File: config.mk
export PLATFORM = sky130hd
export DESIGN_NAME = upsg_gate
export DESIGN_NICKNAME = d
export VERILOG_FILES = /design/src/logic/upsg_pkg.sv /design/src/logic/upsg_gate.sv
export SDC_FILE = /design/constraint.sdc
export NUM_CORES = 1
export LEC_CHECK = 0
export ABC_AREA = 0
export BUFFER_PORTS_ARGS = -buffer_cell sky130_fd_sc_hd__clkbuf_2
export CAP_MARGIN = 0
export CORE_ASPECT_RATIO = 1.25
export CORE_MARGIN = 1
export CORE_UTILIZATION = 47
export DETAILED_ROUTE_END_ITERATION = 6
export HOLD_SLACK_MARGIN = 0.12
export PLACE_DENSITY = 0.7
export SLEW_MARGIN = 10
export SYNTH_ARGS = -nofsm -noshare
export SYNTH_HDL_FRONTEND = slang
export SYNTH_SLANG_ARGS = --single-unit
File: constraint.sdc
create_clock -name clk_i -period 2.8 [get_ports clk_i]
set_input_delay 0.28 -clock clk_i [delete_from_list [all_inputs] [get_ports clk_i]]
set_output_delay 0.28 -clock clk_i [all_outputs]
set_load 0.1 [all_outputs]
File: src/logic/upsg_pkg.sv
// Constants, types and register map of the serial power-save gate
// How it works
// [RULE_01] Modes: 0 off (reset), 1 cyclic, 2 RTS, 3 DTR
// [RULE_02] Mode 0: never idle, port and CTS on
// [RULE_03] Flow on: hold transmit while RTS off
// [RULE_04] Flow off: transmit regardless of RTS, no retry
// [RULE_05] Cyclic with flow: host waits for CTS on
// [RULE_06] Cyclic without flow: early character dropped, wakes port
// [RULE_07] RTS-gated mode refused while flow control on
// [RULE_08] Line modes: drop receive while line off
// [RULE_09] Cyclic: port off, woken by scheduled activity
// [RULE_10] Pending transmit data enables the port
// [RULE_11] Cyclic: each character restarts frame inactivity timer
// [RULE_12] Timeout 40 to 65000 frames, default 2000
// [RULE_13] CTS low while port accepts, high otherwise
// [RULE_14] Idle only when nothing needs the active state
// [RULE_15] Line rising wakes port after about 20 ms
// [RULE_16] Cyclic without flow: rising receive line wakes
// [RULE_17] Timer advances on a 4.615 ms frame tick
// [RULE_18] Port enable ORs mode 0, schedule, data, line, timer
package upsg_pkg;

  // ==========================================================
  // Register map
  localparam logic [11:0] CTRL_OFF = 12'h000;
  localparam logic [11:0] TIMEOUT_OFF = 12'h004;
  localparam logic [11:0] STATUS_OFF = 12'h008;
  localparam logic [11:0] TIMER_OFF = 12'h00c;

  localparam int CTRL_MODE_LSB = 0;
  localparam int CTRL_FLOW_BIT = 2;
  localparam int STAT_PORT_BIT = 0;
  localparam int STAT_IDLE_BIT = 1;
  localparam int STAT_RUN_BIT = 2;
  localparam int STAT_WAKE_BIT = 3;
  localparam int STAT_RXOK_BIT = 4;
  localparam int STAT_CNT_LSB = 8;

  // ==========================================================
  // Modes and reset values
  typedef enum logic [1:0] {
    MODE_OFF = 2'h0,
    MODE_CYC = 2'h1,
    MODE_RTS = 2'h2,
    MODE_DTR = 2'h3
  } upsg_mode_e;

  typedef enum logic [2:0] {
    W_OFF = 3'h1,
    W_WAKE = 3'h2,
    W_ON = 3'h4
  } upsg_wake_e;

  localparam upsg_mode_e MODE_RST = MODE_OFF;
  localparam logic FLOW_RST = 1'h0;
  localparam logic [15:0] TIMEOUT_RST = 16'h07d0;
  localparam logic [15:0] TIMEOUT_MIN = 16'h0028;
  localparam logic [15:0] TIMEOUT_MAX = 16'hfde8;

  // ==========================================================
  // Timing at a 125 MHz clock
  localparam int CLK_NS = 8;
  localparam int FRAME_NS = 4615000;
  localparam int WAKE_NS = 20000000;
  localparam int FRAME_CYC = FRAME_NS / CLK_NS;
  localparam int WAKE_CYC = (WAKE_NS + CLK_NS - 1) / CLK_NS;

endpackage

File: src/logic/upsg_gate.sv
// Serial port power-save gate with APB registers and transmit buffer
//
// Design decisions made here: the register offsets and the APB register port.
`timescale 1ns/100ps
module upsg_gate #(
  parameter int DW = 8,
  parameter int DEPTH = 2,
  parameter int FRAME_CYC = upsg_pkg::FRAME_CYC,
  parameter int WAKE_CYC = upsg_pkg::WAKE_CYC
) (
  // Clock and reset
  input wire logic clk_i,
  input wire logic nrst_i,
  // APB slave
  input wire logic psel_i,
  input wire logic penable_i,
  input wire logic pwrite_i,
  input wire logic [11:0] paddr_i,
  input wire logic [31:0] pwdata_i,
  output logic pready_o,
  output logic [31:0] prdata_o,
  output logic pslverr_o,
  // Modem lines, active low; the receive data line idles high
  input wire logic rts_n_i,
  input wire logic dtr_n_i,
  input wire logic rxd_i,
  output logic cts_n_o,
  // Receive characters from the serial core
  input wire logic rx_char_valid_i,
  input wire logic [DW-1:0] rx_char_i,
  output logic rx_char_valid_o,
  output logic [DW-1:0] rx_char_o,
  // Transmit characters in and out
  input wire logic tx_valid_i,
  input wire logic [DW-1:0] tx_data_i,
  output logic tx_ready_o,
  output logic tx_valid_o,
  output logic [DW-1:0] tx_data_o,
  input wire logic tx_ready_i,
  // Module activity and power state
  input wire logic sched_wake_i,
  input wire logic activity_i,
  output logic port_en_o,
  output logic low_power_o
);
  import upsg_pkg::*;

  localparam int DIV_W = $clog2(FRAME_CYC + 1);
  localparam int WK_W = $clog2(WAKE_CYC + 1);
  localparam int PW = (DEPTH > 1) ? $clog2(DEPTH) : 1;

  typedef struct packed {
    upsg_mode_e mode;
    logic flow;
    logic [15:0] timeout;
    logic [15:0] timer;
    logic [DIV_W-1:0] div;
    logic [WK_W-1:0] wake;
    upsg_wake_e wst;
    logic rxd_q;
    logic rx_vld;
    logic [DW-1:0] rx_dat;
    logic [DEPTH-1:0][DW-1:0] mem;
    logic [PW-1:0] wptr;
    logic [PW-1:0] rptr;
    logic [PW:0] cnt;
    logic [31:0] prdata;
  } upsg_state_s;

  upsg_state_s q;
  upsg_state_s nxt_q;

  // ==========================================================
  // Address decode
  function automatic logic [3:0] upsg_dec(input logic [11:0] a);
    logic [3:0] hit;
    hit = 4'h0;
    hit[0] = (a == CTRL_OFF);
    hit[1] = (a == TIMEOUT_OFF);
    hit[2] = (a == STATUS_OFF);
    hit[3] = (a == TIMER_OFF);
    return hit;
  endfunction

  logic line_mode;
  logic cyc;
  logic line_on;
  logic tx_pend;
  logic timer_run;
  logic waking;
  logic rx_ok;
  logic tick;
  logic rxd_rise;
  logic wake_done;
  logic push;
  logic pop;
  logic access;
  logic wr_err;
  logic [3:0] hit;
  logic [1:0] wr_mode;
  logic wr_flow;

  assign cyc = (q.mode == MODE_CYC);
  assign line_mode = (q.mode == MODE_RTS) || (q.mode == MODE_DTR);
  assign line_on = ((q.mode == MODE_RTS) && !rts_n_i) ||
                   ((q.mode == MODE_DTR) && !dtr_n_i);
  assign tx_pend = (q.cnt != '0);
  assign timer_run = (q.timer != 16'h0000);
  assign waking = (q.wst == W_WAKE);
  assign tick = (q.div == DIV_W'(FRAME_CYC - 1)); // see [RULE_17]
  assign rxd_rise = rxd_i && !q.rxd_q; // see [RULE_16]
  assign wake_done = waking && (q.wake == WK_W'(WAKE_CYC - 1));

  // ==========================================================
  // Receive acceptance and port enable
  always_comb begin
    case (q.mode)
      MODE_OFF: rx_ok = 1'b1; // see [RULE_02]
      MODE_CYC: rx_ok = !waking &&
                        (sched_wake_i || tx_pend || timer_run);
      default: rx_ok = line_on && (q.wst == W_ON); // see [RULE_08]
    endcase
  end

  // see [RULE_18] [RULE_09] [RULE_10]
  assign port_en_o = (q.mode == MODE_OFF) || sched_wake_i || tx_pend ||
                     line_on || timer_run;
  assign cts_n_o = !rx_ok; // see [RULE_13]
  // see [RULE_14]
  assign low_power_o = (q.mode != MODE_OFF) && !port_en_o && !waking &&
                       !activity_i;

  // ==========================================================
  // Transmit buffer; a stalled receiver fills it and stalls the source
  assign tx_ready_o = (q.cnt != (PW+1)'(DEPTH));
  // see [RULE_03] [RULE_04]
  assign tx_valid_o = tx_pend && !(q.flow && rts_n_i);
  assign tx_data_o = q.mem[q.rptr];
  assign push = tx_valid_i && tx_ready_o;
  assign pop = tx_valid_o && tx_ready_i;

  // ==========================================================
  // APB, no wait states; read data is staged in the setup cycle
  assign hit = upsg_dec(paddr_i);
  assign access = psel_i && penable_i;
  assign wr_mode = pwdata_i[CTRL_MODE_LSB +: 2];
  assign wr_flow = pwdata_i[CTRL_FLOW_BIT];
  always_comb begin
    wr_err = 1'b0;
    if (hit == 4'h0) begin
      wr_err = 1'b1;
    end else if (pwrite_i) begin
      // see [RULE_07]
      if (hit[0] && wr_mode == MODE_RTS && wr_flow) begin
        wr_err = 1'b1;
      end
      // see [RULE_12]
      if (hit[1] && (pwdata_i[15:0] < TIMEOUT_MIN ||
                     pwdata_i[15:0] > TIMEOUT_MAX)) begin
        wr_err = 1'b1;
      end
      if (hit[2] || hit[3]) begin
        wr_err = 1'b1;
      end
    end
  end
  assign pready_o = 1'b1;
  assign pslverr_o = access && wr_err;
  assign prdata_o = q.prdata;

  // ==========================================================
  // Next state
  always_comb begin
    nxt_q = q;
    nxt_q.div = tick ? '0 : q.div + DIV_W'(1);
    nxt_q.rxd_q = rxd_i;

    // Wake sequencing; the first character of a wake is never valid
    case (q.wst)
      W_OFF: begin
        nxt_q.wake = '0;
        // see [RULE_06] [RULE_16]
        if (cyc && !q.flow && !rx_ok && rxd_rise) begin
          nxt_q.wst = W_WAKE;
        end
        if (line_mode && line_on) begin
          nxt_q.wst = W_WAKE; // see [RULE_15]
        end
      end
      W_WAKE: begin
        nxt_q.wake = q.wake + WK_W'(1);
        if (line_mode && !line_on) begin
          nxt_q.wst = W_OFF;
        end else if (wake_done) begin
          nxt_q.wst = W_ON;
        end else if (q.mode == MODE_OFF) begin
          nxt_q.wst = W_OFF;
        end
      end
      W_ON: begin
        if ((line_mode && !line_on) || q.mode == MODE_OFF ||
            (cyc && !timer_run)) begin
          nxt_q.wst = W_OFF;
        end
      end
      default: nxt_q.wst = W_OFF;
    endcase

    // Received characters pass only while the port accepts
    nxt_q.rx_vld = rx_char_valid_i && rx_ok; // see [RULE_06] [RULE_08]
    if (rx_char_valid_i) begin
      nxt_q.rx_dat = rx_char_i;
    end

    // Inactivity timer counted in radio frames
    if (!cyc) begin
      nxt_q.timer = 16'h0000;
    end else if ((rx_char_valid_i && rx_ok) || wake_done) begin
      nxt_q.timer = q.timeout; // see [RULE_11]
    end else if (tick && timer_run) begin
      nxt_q.timer = q.timer - 16'h0001; // see [RULE_17]
    end

    // Buffer pointers
    if (push) begin
      nxt_q.mem[q.wptr] = tx_data_i;
      nxt_q.wptr = (q.wptr == PW'(DEPTH - 1)) ? '0 : q.wptr + PW'(1);
    end
    if (pop) begin
      nxt_q.rptr = (q.rptr == PW'(DEPTH - 1)) ? '0 : q.rptr + PW'(1);
    end
    nxt_q.cnt = q.cnt + (PW+1)'(push) - (PW+1)'(pop);

    // Register writes take effect at the access edge
    if (access && pwrite_i && !wr_err) begin
      if (hit[0]) begin
        nxt_q.mode = upsg_mode_e'(wr_mode); // see [RULE_01]
        nxt_q.flow = wr_flow;
        nxt_q.wst = W_OFF;
      end
      if (hit[1]) begin
        nxt_q.timeout = pwdata_i[15:0];
      end
    end

    // Read data staged during setup
    if (psel_i && !penable_i && !pwrite_i) begin
      nxt_q.prdata = 32'h0000_0000;
      if (hit[0]) begin
        nxt_q.prdata[CTRL_MODE_LSB +: 2] = q.mode;
        nxt_q.prdata[CTRL_FLOW_BIT] = q.flow;
      end
      if (hit[1]) begin
        nxt_q.prdata[15:0] = q.timeout;
      end
      if (hit[2]) begin
        nxt_q.prdata[STAT_PORT_BIT] = port_en_o;
        nxt_q.prdata[STAT_IDLE_BIT] = low_power_o;
        nxt_q.prdata[STAT_RUN_BIT] = timer_run;
        nxt_q.prdata[STAT_WAKE_BIT] = waking;
        nxt_q.prdata[STAT_RXOK_BIT] = rx_ok;
        nxt_q.prdata[STAT_CNT_LSB +: PW+1] = q.cnt;
      end
      if (hit[3]) begin
        nxt_q.prdata[15:0] = q.timer;
      end
    end
  end

  always_ff @(posedge clk_i or negedge nrst_i) begin
    if (!nrst_i) begin
      q <= '0;
      q.mode <= MODE_RST;
      q.flow <= FLOW_RST;
      q.timeout <= TIMEOUT_RST;
      q.wst <= W_OFF;
      // Receive line idles high; a zero here would fake an edge
      q.rxd_q <= 1'b1;
    end else begin
      q <= nxt_q;
    end
  end

  assign rx_char_valid_o = q.rx_vld;
  assign rx_char_o = q.rx_dat;
endmodule

# ---- Yosys cells after proc, flatten, opt, wreduce, memory -nomap -nowiden
# Cells that the tools add are included.
dict set report op_classes {
  n_addsub 7
  magnitude_cmp 5
  n_eq_ne 14
  muxes 32
  reduce_logical 67
}
# operator n
set op_table {}
lappend op_table {{$mux 16} 5}
lappend op_table {{$pmux 22 s2} 1}
lappend op_table {{$logic_and 1x1->1} 31}
lappend op_table {{$mux 3} 9}
lappend op_table {{$eq 12x4->1 const B} 2}
lappend op_table {{$mux 8} 3}
lappend op_table {{$add 22x1->22 const B} 1}
lappend op_table {{$eq 22x22->1 const B} 1}
lappend op_table {{$add 20x1->20 const B} 1}
lappend op_table {{$eq 20x20->1 const B} 1}
lappend op_table {{$mux 20} 1}
lappend op_table {{$bwmux 16} 1}
lappend op_table {{$gt 16x16->1 const B} 1}
lappend op_table {{$lt 16x6->1 const B} 1}
lappend op_table {{$reduce_bool 16->1} 1}
lappend op_table {{$sub 16x1->16 const B} 1}
lappend op_table {{$logic_not 1->1} 14}
lappend op_table {{$logic_or 1x1->1} 13}
lappend op_table {{$eq 12x3->1 const B} 1}
lappend op_table {{$logic_not 12->1} 1}
lappend op_table {{$pmux 3 s3} 1}
lappend op_table {{$demux 8 s1} 1}
lappend op_table {{$mux 1} 7}
lappend op_table {{$eq 2x2->1 const B} 3}
lappend op_table {{other kinds (18)} 23}
dict set report word_totals {
  regBits 126
  elab_cells 141
}

# ---- Logic depth before layout (Yosys ltp)
# Gate-level depths: netlist of the first run.
dict set report logic_depth {
  ltp_word 13
  ltp_mapped 9
  mapped_depth_nobuf 9
}

# ---- Least setup slack after synthesis of the first run
# No wires, ideal clock.
dict set report synth_path {
  path_type {register to register}
  startpoint {register q[111] in the netlist's numbering}
  endpoint {register q, in the netlist prdata_o[1]}
  setup_ns 0.079
  t_arrival_ns 4.867
  required_ns 2.721
  setup_slack_ns -2.147
  path_stages_with_launch 7
  n_path_buf 0
  path_cell_list {dfrtp_1 -> nor4_1 -> nand3_1 -> nand3b_1 -> nor3_1 -> a2111oi_0 -> nor2_1}
}
dict set report synth_between {
  elab_chain_len 8
}
# element line_no
set synth_lines {}
lappend synth_lines {{start, declared} upsg_gate.sv:70} ;# upsg_state_s q;
lappend synth_lines {{start signal, assigned} upsg_gate.sv:280} ;# q <= nxt_q;
lappend synth_lines {{$reduce_bool 16->1} upsg_gate.sv:108} ;# assign timer_run = (q.timer != 16'h0000);
lappend synth_lines {{$logic_or 1x1->1} upsg_gate.sv:127} ;# line_on || timer_run;
lappend synth_lines {{named net port_en_o} upsg_gate.sv:43} ;# output logic port_en_o,
lappend synth_lines {{$logic_not 1->1} upsg_gate.sv:130} ;# assign low_power_o = (q.mode != MODE_OFF) && !port_en_o && !waking &&
lappend synth_lines {{$logic_and 1x1->1 (3 in series)} upsg_gate.sv:130}
lappend synth_lines {{named net low_power_o} upsg_gate.sv:44} ;# output logic low_power_o
lappend synth_lines {{$mux 5} upsg_gate.sv:256} ;# if (hit[2]) begin
lappend synth_lines {{$mux 16} upsg_gate.sv:264} ;# if (hit[3]) begin
# The timed path passes the listed nets, and every way through them passes these cells.
# A chain may end at the register's enable or synchronous reset.

# ---- Final worst setup path of the first run
dict set report layout_path {
  startpoint {register q[111] in the netlist's numbering}
  endpoint {output port_en_o}
}
dict set report layout_between {
  elab_chain_len 2
}
# element line_no
set layout_lines {}
lappend layout_lines {{$reduce_bool 16->1} upsg_gate.sv:108}
lappend layout_lines {{$logic_or 1x1->1} upsg_gate.sv:127}
lappend layout_lines {{end, declared} upsg_gate.sv:43}
# Every way passes these cells.

==> results of run 1 <==
## worst reg2reg max path: stages (launching register included)
cell and delay [ns]:
dfrtp_1 0.45, or3b_2 0.60, nor3_1 0.35, nand3_1 0.21, nor2_1 0.24, and3_1 0.22
mux2i_1 0.22
## worst paths after layout
| kind | cells past startpoint | end |
|---|---|---|
| max in group asynchronous | 3 | q[66] |
| worst max register to register | 6 | q[85] |
| min in group asynchronous | 3 | q[39] |
| worst min register to register | 1 | q[87] |
| worst max-delay path | 5 | port_en_o |
| worst min-delay path | 2 | q[127] |
## cell families after synthesis
| logic type | after synthesis | share of synthesized area |
|---|---|---|
| simple gates | 211 | 0.171 |
| mux | 67 | 0.114 |
| buf+inv | 76 | 0.0708 |
| fa+ha+maj | 7 | 0.0133 |
| flops | 126 | 0.481 |
| compound gates | 95 | 0.102 |
| xor+xnor | 34 | 0.0453 |
| other cells | 2 | 0.00114 |
## layout make-up
class	count	area, µm²
clock buffers	23	458
clock inverters	9	72.6
repair buffers	129	813
inverters	14	52.6
multi-input cells	431	3040
flip-flops and latches	126	3160
well taps	171	214
fillers	1142	5650
## sequential cells by signal (all words and copies together), names as in the netlist
name and count:
rx_char_valid_o 1, rx_char_o 8, q 101, prdata_o 16
## power by group
group	switching, W	internal, W	leakage [nW]
registers	0.000147	0.00204	1.63
clock network	0.000769	0.00123	0.264
logic	0.00159	0.000511	1.70
## per-stage QoR
step	cell area, µm²	total power [W]	setup WS, ns	std cells
after floorplan	6670	0.00398	-0.542	633
after global placement	7050	0.00424	0.369	848
after detailed placement	7050	0.00430	0.247	848
after CTS	7800	0.00633	0.0279	902
after global routing	7820	0.00652	0.00356	903
final	7820	0.00628	0.106	903
## placed cells by master, fill, tap and decap left out, drive strengths merged, types with 15 or more instances in the layout
cell	n
nand4	15
dlygate4sd3	22
mux2	55
nor3	16
o21ai	22
nor2	59
nand3	26
xnor2	22
clkbuf	115
conb	17
buf	15
nand2	37
dfrtp	118
## layer usage
| layer | track usage | routed length (µm) | vias to the layer above |
|---|---|---|---|
| met5 | 0 | 0 | - |
| met4 | 0.0883 | 337 | 0 |
| met3 | 0.0534 | 609 | 30 |
| met2 | 0.363 | 7330 | 150 |
| met1 | 0.248 | 6200 | 2432 |
| li1 | - | - | 2387 |
## repair_timing
action | CTS | global route
setup endpoints to repair | 0 | 9
resized for setup | 0 | 3
hold buffers | 22 | 0
setup buffers | 0 | 1
endpoints found under the hold margin | 147 | 0
==> out/results.txt, run 1 <==
outcome -> finished clean
number of global-route vias before repair -> 4,870
Vias per Instance -> 5.54
wire length per cell -> 16.0 µm
die height -> 134 µm
Crit. End Element -> primary output
Core Util, Final -> 0.580
Post-Route WL -> 14,500 µm
die width -> 108 µm
Top Ports -> 129
cell taking the most area after synthesis -> dfrtp_1
asr flop ratio synth -> 1.00
layout cell share with drive strength beyond 1 -> 0.287
FP Rows -> 47
largest net degree at the start of global routing -> 127
Worst VDD drop -> 957 µV
HPWL after DPL -> 10,300 µm
clock-pin slew on the worst setup and hold paths -> 0.06 ns
Critical Path Fanout Max -> 8
ANT nets after route -> 0
Ys Warns -> 0
Setup-failing EPs final -> 0
Final Hold Fails -> 0
total CTS buffers -> 17
diode count -> 0
CP peak stage delay -> 0.43 ns
Post-Synthesis Cells -> 618
Fin Setup TNS -> 0 ns
Arrival @ worst endpoint -> 2.41 ns
Critical Path, Cell by Cell -> nor4_2 > nand3_2 > nand3b_1 > buf_4 > clkbuf_2
WP data required -> 2.52 ns
synth unique cells -> 60
slowest cell on the critical path -> dfrtp_1
DRC Markers -> 0
Total GRT Usage -> 0.211
Slew @ Worst Pin -> 0.712 ns
Top FF cell, synth -> dfrtp_1
first-pass GRT wire length -> 23,500 µm
die area -> 14,500 µm²
Pre-antenna DRT Iters -> 4
P_leak -> 3.59 nW
Synth Register Bits -> 126
Slew Viols, Final -> 0
Core Area -> 13,500 µm²
RSZ-0062 raised after global routing -> false
fin crit share -> 0.962
top cell type's share of synthesized area -> 0.449
post-synthesis cell area -> 6570 µm²
top cells by area, synth -> dfrtp_1, mux2_2, buf_4, nor2_1, dfstp_2
H-tree depth -> 4
number of nets in the layout -> 799
Fin Clk Skew -> 0.00930 ns
hold path startpoint -> pwdata_i[4]
Initial Util -> 0.488
cell family with most CP delay -> simple AND/OR/NAND/NOR gates
clock sinks -> 126
initial antenna violation count -> 0
vias -> 4,999
WS Path Type -> register to primary output
EDFF count, synth -> 0
crit start category -> register
R2R Setup Slk -> 0.42 ns
PortBufs -> 95
syn_area_per_cell -> 10.6 µm²
P&R area growth vs syn -> 18.9%
CTS tree -> built
most common cell in the netlist -> dfrtp_1
Hold Path Class -> input pin to register
Max clock buf depth -> 2
PD cells -> 804 nW/µm²
Final min period -> 2.69 ns
hold slack -> 0.134 ns
number of buffers and inverters on the critical path -> 2
sequential share of the synthesized area -> 0.481
DR iter-0 viols -> 301
most frequent cells after synthesis -> dfrtp_1, nor2_1, mux2_2, buf_4, nand2_1
GPL Wtd Cong -> 0.852
CTS root buf -> clkbuf_16
Crit. Startpoint -> q[111]
Clock Latency Late Sink -> 0.42 ns
Achievable Freq -> 371 MHz
worst reg2reg path startpoint -> q[64]
Rel. slew slack -> 0.523
global route overflow -> 0
Max-cap violations -> 0
Power figures use the tool's default switching activity.
==> run 2, diff against run 1 <==
--- a/config.mk
+++ b/config.mk
@@ -5,7 +5,7 @@
 export SDC_FILE = /design/constraint.sdc
 export NUM_CORES = 1
 export LEC_CHECK = 0
-export ABC_AREA = 0
+export ABC_AREA = 1
 export BUFFER_PORTS_ARGS = -buffer_cell sky130_fd_sc_hd__clkbuf_2
 export CAP_MARGIN = 0
 export CORE_ASPECT_RATIO = 1.25
@@ -13,7 +13,7 @@
 export CORE_UTILIZATION = 47
 export DETAILED_ROUTE_END_ITERATION = 6
 export HOLD_SLACK_MARGIN = 0.12
-export PLACE_DENSITY = 0.7
+export PLACE_DENSITY = 0.69
 export SLEW_MARGIN = 10
 export SYNTH_ARGS = -nofsm -noshare
 export SYNTH_HDL_FRONTEND = slang
==> run 2 against run 1 <==
Effect of this change:
- the flow now finishes with violations (DRC)
- first-iteration DRC count is 9.0% higher
- area after synthesis is 8.4% higher
- global-route usage is 0.69 points higher
- non-clock buffer count is 6 higher
- critical path depth is 3 higher
- register-to-register slack better by 0.17 ns
- sequential share of layout area is 3.2 points lower
- cell area is 8.7% higher
- synthesized cell count is 45% higher
- core utilization is 0.18 points higher
==> out/results.txt, run 2 <==
Synth Register Bits -> 126 (unchanged)
commonest non-fill, non-tap cells in the layout -> nand2_1, dfrtp_1, inv_1, clkbuf_2, nor2_1 (was dfrtp_1, clkbuf_2, nor2_1, mux2_2, nand2_1)
clock-pin slew on the worst setup and hold paths -> 0.05 ns (was 0.06 ns)
WS Path Type -> register to primary output (unchanged)
Core Area -> 14,600 µm² (was 13,500 µm²)
Net Sw Power -> 0.00238 W (was 0.00251 W)
Core Util, Final -> 0.582 (was 0.580)
Hold Path Class -> input pin to register (unchanged)
Clock Latency Late Sink -> 0.41 ns (was 0.42 ns)
largest net degree at the start of global routing -> 46 (was 127)
multi-input logic area -> 3230 µm² (was 3040 µm²)
Rel. slew slack -> 0.426 (was 0.523)
Storage cell area -> 3160 µm² (unchanged)
die area -> 15,700 µm² (was 14,500 µm²)
Final Cell Area -> 8490 µm² (was 7820 µm²)
Slew Viols, Final -> 0 (unchanged)
met1 usage in global routing -> 0.278 (was 0.248)
Worst VDD drop -> 941 µV (was 957 µV)
initial antenna violation count -> 0 (unchanged)
number of global-route vias before repair -> 5,860 (was 4,870)
Top FF cell, synth -> dfrtp_1 (unchanged)
RSZ-0062 raised after global routing -> false (unchanged)
Seq pwr share -> 0.336 (was 0.347)
Slew @ Worst Pin -> 0.857 ns (was 0.712 ns)
fin crit share -> 0.964 (was 0.962)
most frequent cells after synthesis -> nand2_1, dfrtp_1, inv_1, nor2_1, o21ai_0 (was dfrtp_1, nor2_1, mux2_2, buf_4, nand2_1)
GR Util met3 -> 0.0392 (was 0.0534)
FP Rows -> 49 (was 47)
failing checks -> DRC
WP data required -> 2.52 ns (about the same)
Comb power frac -> 0.300 (was 0.335)
first-pass GRT wire length -> 27,200 µm (was 23,500 µm)
Final WS setup -> 0.101 ns (was 0.106 ns)
Total GRT Usage -> 0.218 (was 0.211)
most common cell in the netlist -> nand2_1 (was dfrtp_1)
total CTS buffers -> 17 (unchanged)
Post-Synthesis Cells -> 899 (was 618)
number of flip-flops in the largest register -> 101 (unchanged)
P_leak -> 4.30 nW (was 3.59 nW)
Int Power -> 0.00384 W (was 0.00378 W)
die height -> 140 µm (was 134 µm)
Final Hold Fails -> 0 (unchanged)
CTS root buf -> clkbuf_16 (unchanged)
synth unique cells -> 50 (was 60)
DR iter-0 viols -> 328 (was 301)
crit start category -> register (unchanged)
EDFF count, synth -> 0 (unchanged)
hold slack -> 0.141 ns (was 0.134 ns)
P&R area growth vs syn -> 19.2% (was 18.9%)
Vias per Instance -> 5.17 (was 5.54)
Switching Share -> 0.383 (was 0.399)
diode count -> 0 (unchanged)
PortBufs -> 95 (unchanged)
Ys Warns -> 0 (unchanged)
H-tree depth -> 4 (unchanged)
M2 GR Usage -> 0.368 (was 0.363)
Placed Area -> 7600 µm² (was 7050 µm²)
dpl ws -> 0.569 ns (was 0.247 ns)
layout cell share with drive strength beyond 1 -> 0.180 (was 0.287)
top cell type's share of synthesized area -> 0.414 (was 0.449)
outcome -> finished with violations (was finished clean)
Post-Route WL -> 16,300 µm (was 14,500 µm)
Achievable Freq -> 370 MHz (was 371 MHz)
clock sinks -> 126 (unchanged)
syn_area_per_cell -> 7.93 µm² (was 10.6 µm²)
commonest non-fill, non-tap cell in the layout -> nand2_1 (was dfrtp_1)
cell taking the most area after synthesis -> dfrtp_1 (unchanged)
fill count -> 1,339 (was 1,142)
sequential share of the synthesized area -> 0.444 (was 0.481)
die width -> 112 µm (was 108 µm)
Final min period -> 2.70 ns (was 2.69 ns)
DRC Markers -> 6 (was 0)
PD cells -> 732 nW/µm² (was 804 nW/µm²)
top cells by area, synth -> dfrtp_1, nand2_1, inv_1, buf_4, o21ai_0 (was dfrtp_1, mux2_2, buf_4, nor2_1, dfstp_2)
Pre-antenna DRT Iters -> 7 (was 4)
CTS tree -> built (unchanged)
asr flop ratio synth -> 1.00 (unchanged)
Largest Register -> q (unchanged)
global route overflow -> 0 (unchanged)
post-synthesis cell area -> 7130 µm² (was 6570 µm²)
busiest layer in global routing -> met2 (unchanged)
GPL Wtd Cong -> 0.867 (was 0.852)
Fin Clk Skew -> 0.00762 ns (was 0.00930 ns)
wire length per cell -> 13.6 µm (was 16.0 µm)
Arrival @ worst endpoint -> 2.42 ns (was 2.41 ns)
Top Ports -> 129 (unchanged)
number of nets in the layout -> 1,087 (was 799)
Initial Util -> 0.488 (about the same)
HPWL after DPL -> 11,600 µm (was 10,300 µm)
ANT nets after route -> 0 (unchanged)
Max-cap violations -> 0 (unchanged)
Critical Path Fanout Max -> 5 (was 8)
Max clock buf depth -> 2 (unchanged)
Setup-failing EPs final -> 0 (unchanged)
Clock Power Share -> 0.364 (was 0.318)
Crit. End Element -> primary output (unchanged)
vias -> 6,189 (was 4,999)
CTS resizes -> 0 (unchanged)
total power draw -> 0.00622 W (was 0.00628 W)
[run 2: changes by cell type in the layout (fill, tap and decap cells not counted), moves of 19 or more]
| cell | before | now |
|---|---|---|
| o21ai_0 | 21 | 53 |
| nand4_1 | 15 | 35 |
| a21oi_1 | 8 | 33 |
| mux2_2 | 45 | 16 |
| nor2_1 | 58 | 77 |
| nand2_1 | 36 | 231 |
| inv_1 | 14 | 99 |
[run 2: what timing repair did]
item | in CTS | in global routing
hold endpoints to repair | 71 | 0
setup buffers | 0 | 0
hold buffers | 29 | 0
[run 2: layout make-up]
type / instances / area share
Clock buffer: 19 / 0.0510
Sequential cell: 126 / 0.372
Tap cell: 178 / 0.0262
Clock inverter: 12 / 0.0200
Timing Repair Buffer: 135 / 0.103
Multi-Input combinational cell: 623 / 0.381
Inverter: 104 / 0.0463
[run 2: kinds of logic after synthesis]
logic type      share of synthesized area
compound gates                      0.102
buf+inv                             0.113
flops                               0.444
xor+xnor                           0.0221
fa+ha+maj                          0.0123
simple gates                        0.274
other cells                       0.00105
mux                                0.0323
[run 2: layer usage]
metal | vias up | share of wire
li1 | 3118 | -
met1 | 2864 | 0.45
met2 | 183 | 0.48
met3 | 24 | 0.047
met4 | 0 | 0.025
met5 | - | 0
[run 2: power by group through the flow]
stage | combinational, W | sequential [W] | clock, W
final | 0.00187 | 0.00209 | 0.00226
after global routing | 0.00197 | 0.00211 | 0.00239
after CTS | 0.00188 | 0.00209 | 0.00231
after detailed placement | 0.00184 | 0.00212 | 0
after global placement | 0.00182 | 0.00211 | 0
after floorplan | 0.00160 | 0.00210 | 0
[run 2: metrics by stage]
step                setup TNS [ns]  instances
floorplan                   -0.141        914
global placement                 0       1137
detailed placement               0       1137
CTS                              0       1197
global route                     0       1197
finish                           0       1197
[run 2: path summary, 6_finish.rpt]
| kind | start | endpoint | slack (ns) | cells after the start |
|---|---|---|---|---|
| max reg2reg | q[87] | q[119] | 0.59 | 11 |
| min reg2reg | q[133] | q[133] | 0.48 | 2 |
| max | q[107] | low_power_o | 0.10 | 8 |
| min in group asynchronous | nrst_i | prdata_o[13] | 0.41 | 2 |
| min | pwdata_i[11] | q[134] | 0.14 | 3 |
| max in group asynchronous | nrst_i | q[61] | 1.60 | 3 |
[run 2: worst max-delay path, stage by stage, from the launching register on]
cell,delay (ns)
dfrtp_1,0.37
inv_1,0.13
ha_1,0.19
nand3_1,0.08
nor2_1,0.20
nand3_1,0.12
nand3b_1,0.33
nor2_4,0.13
clkbuf_2,0.46
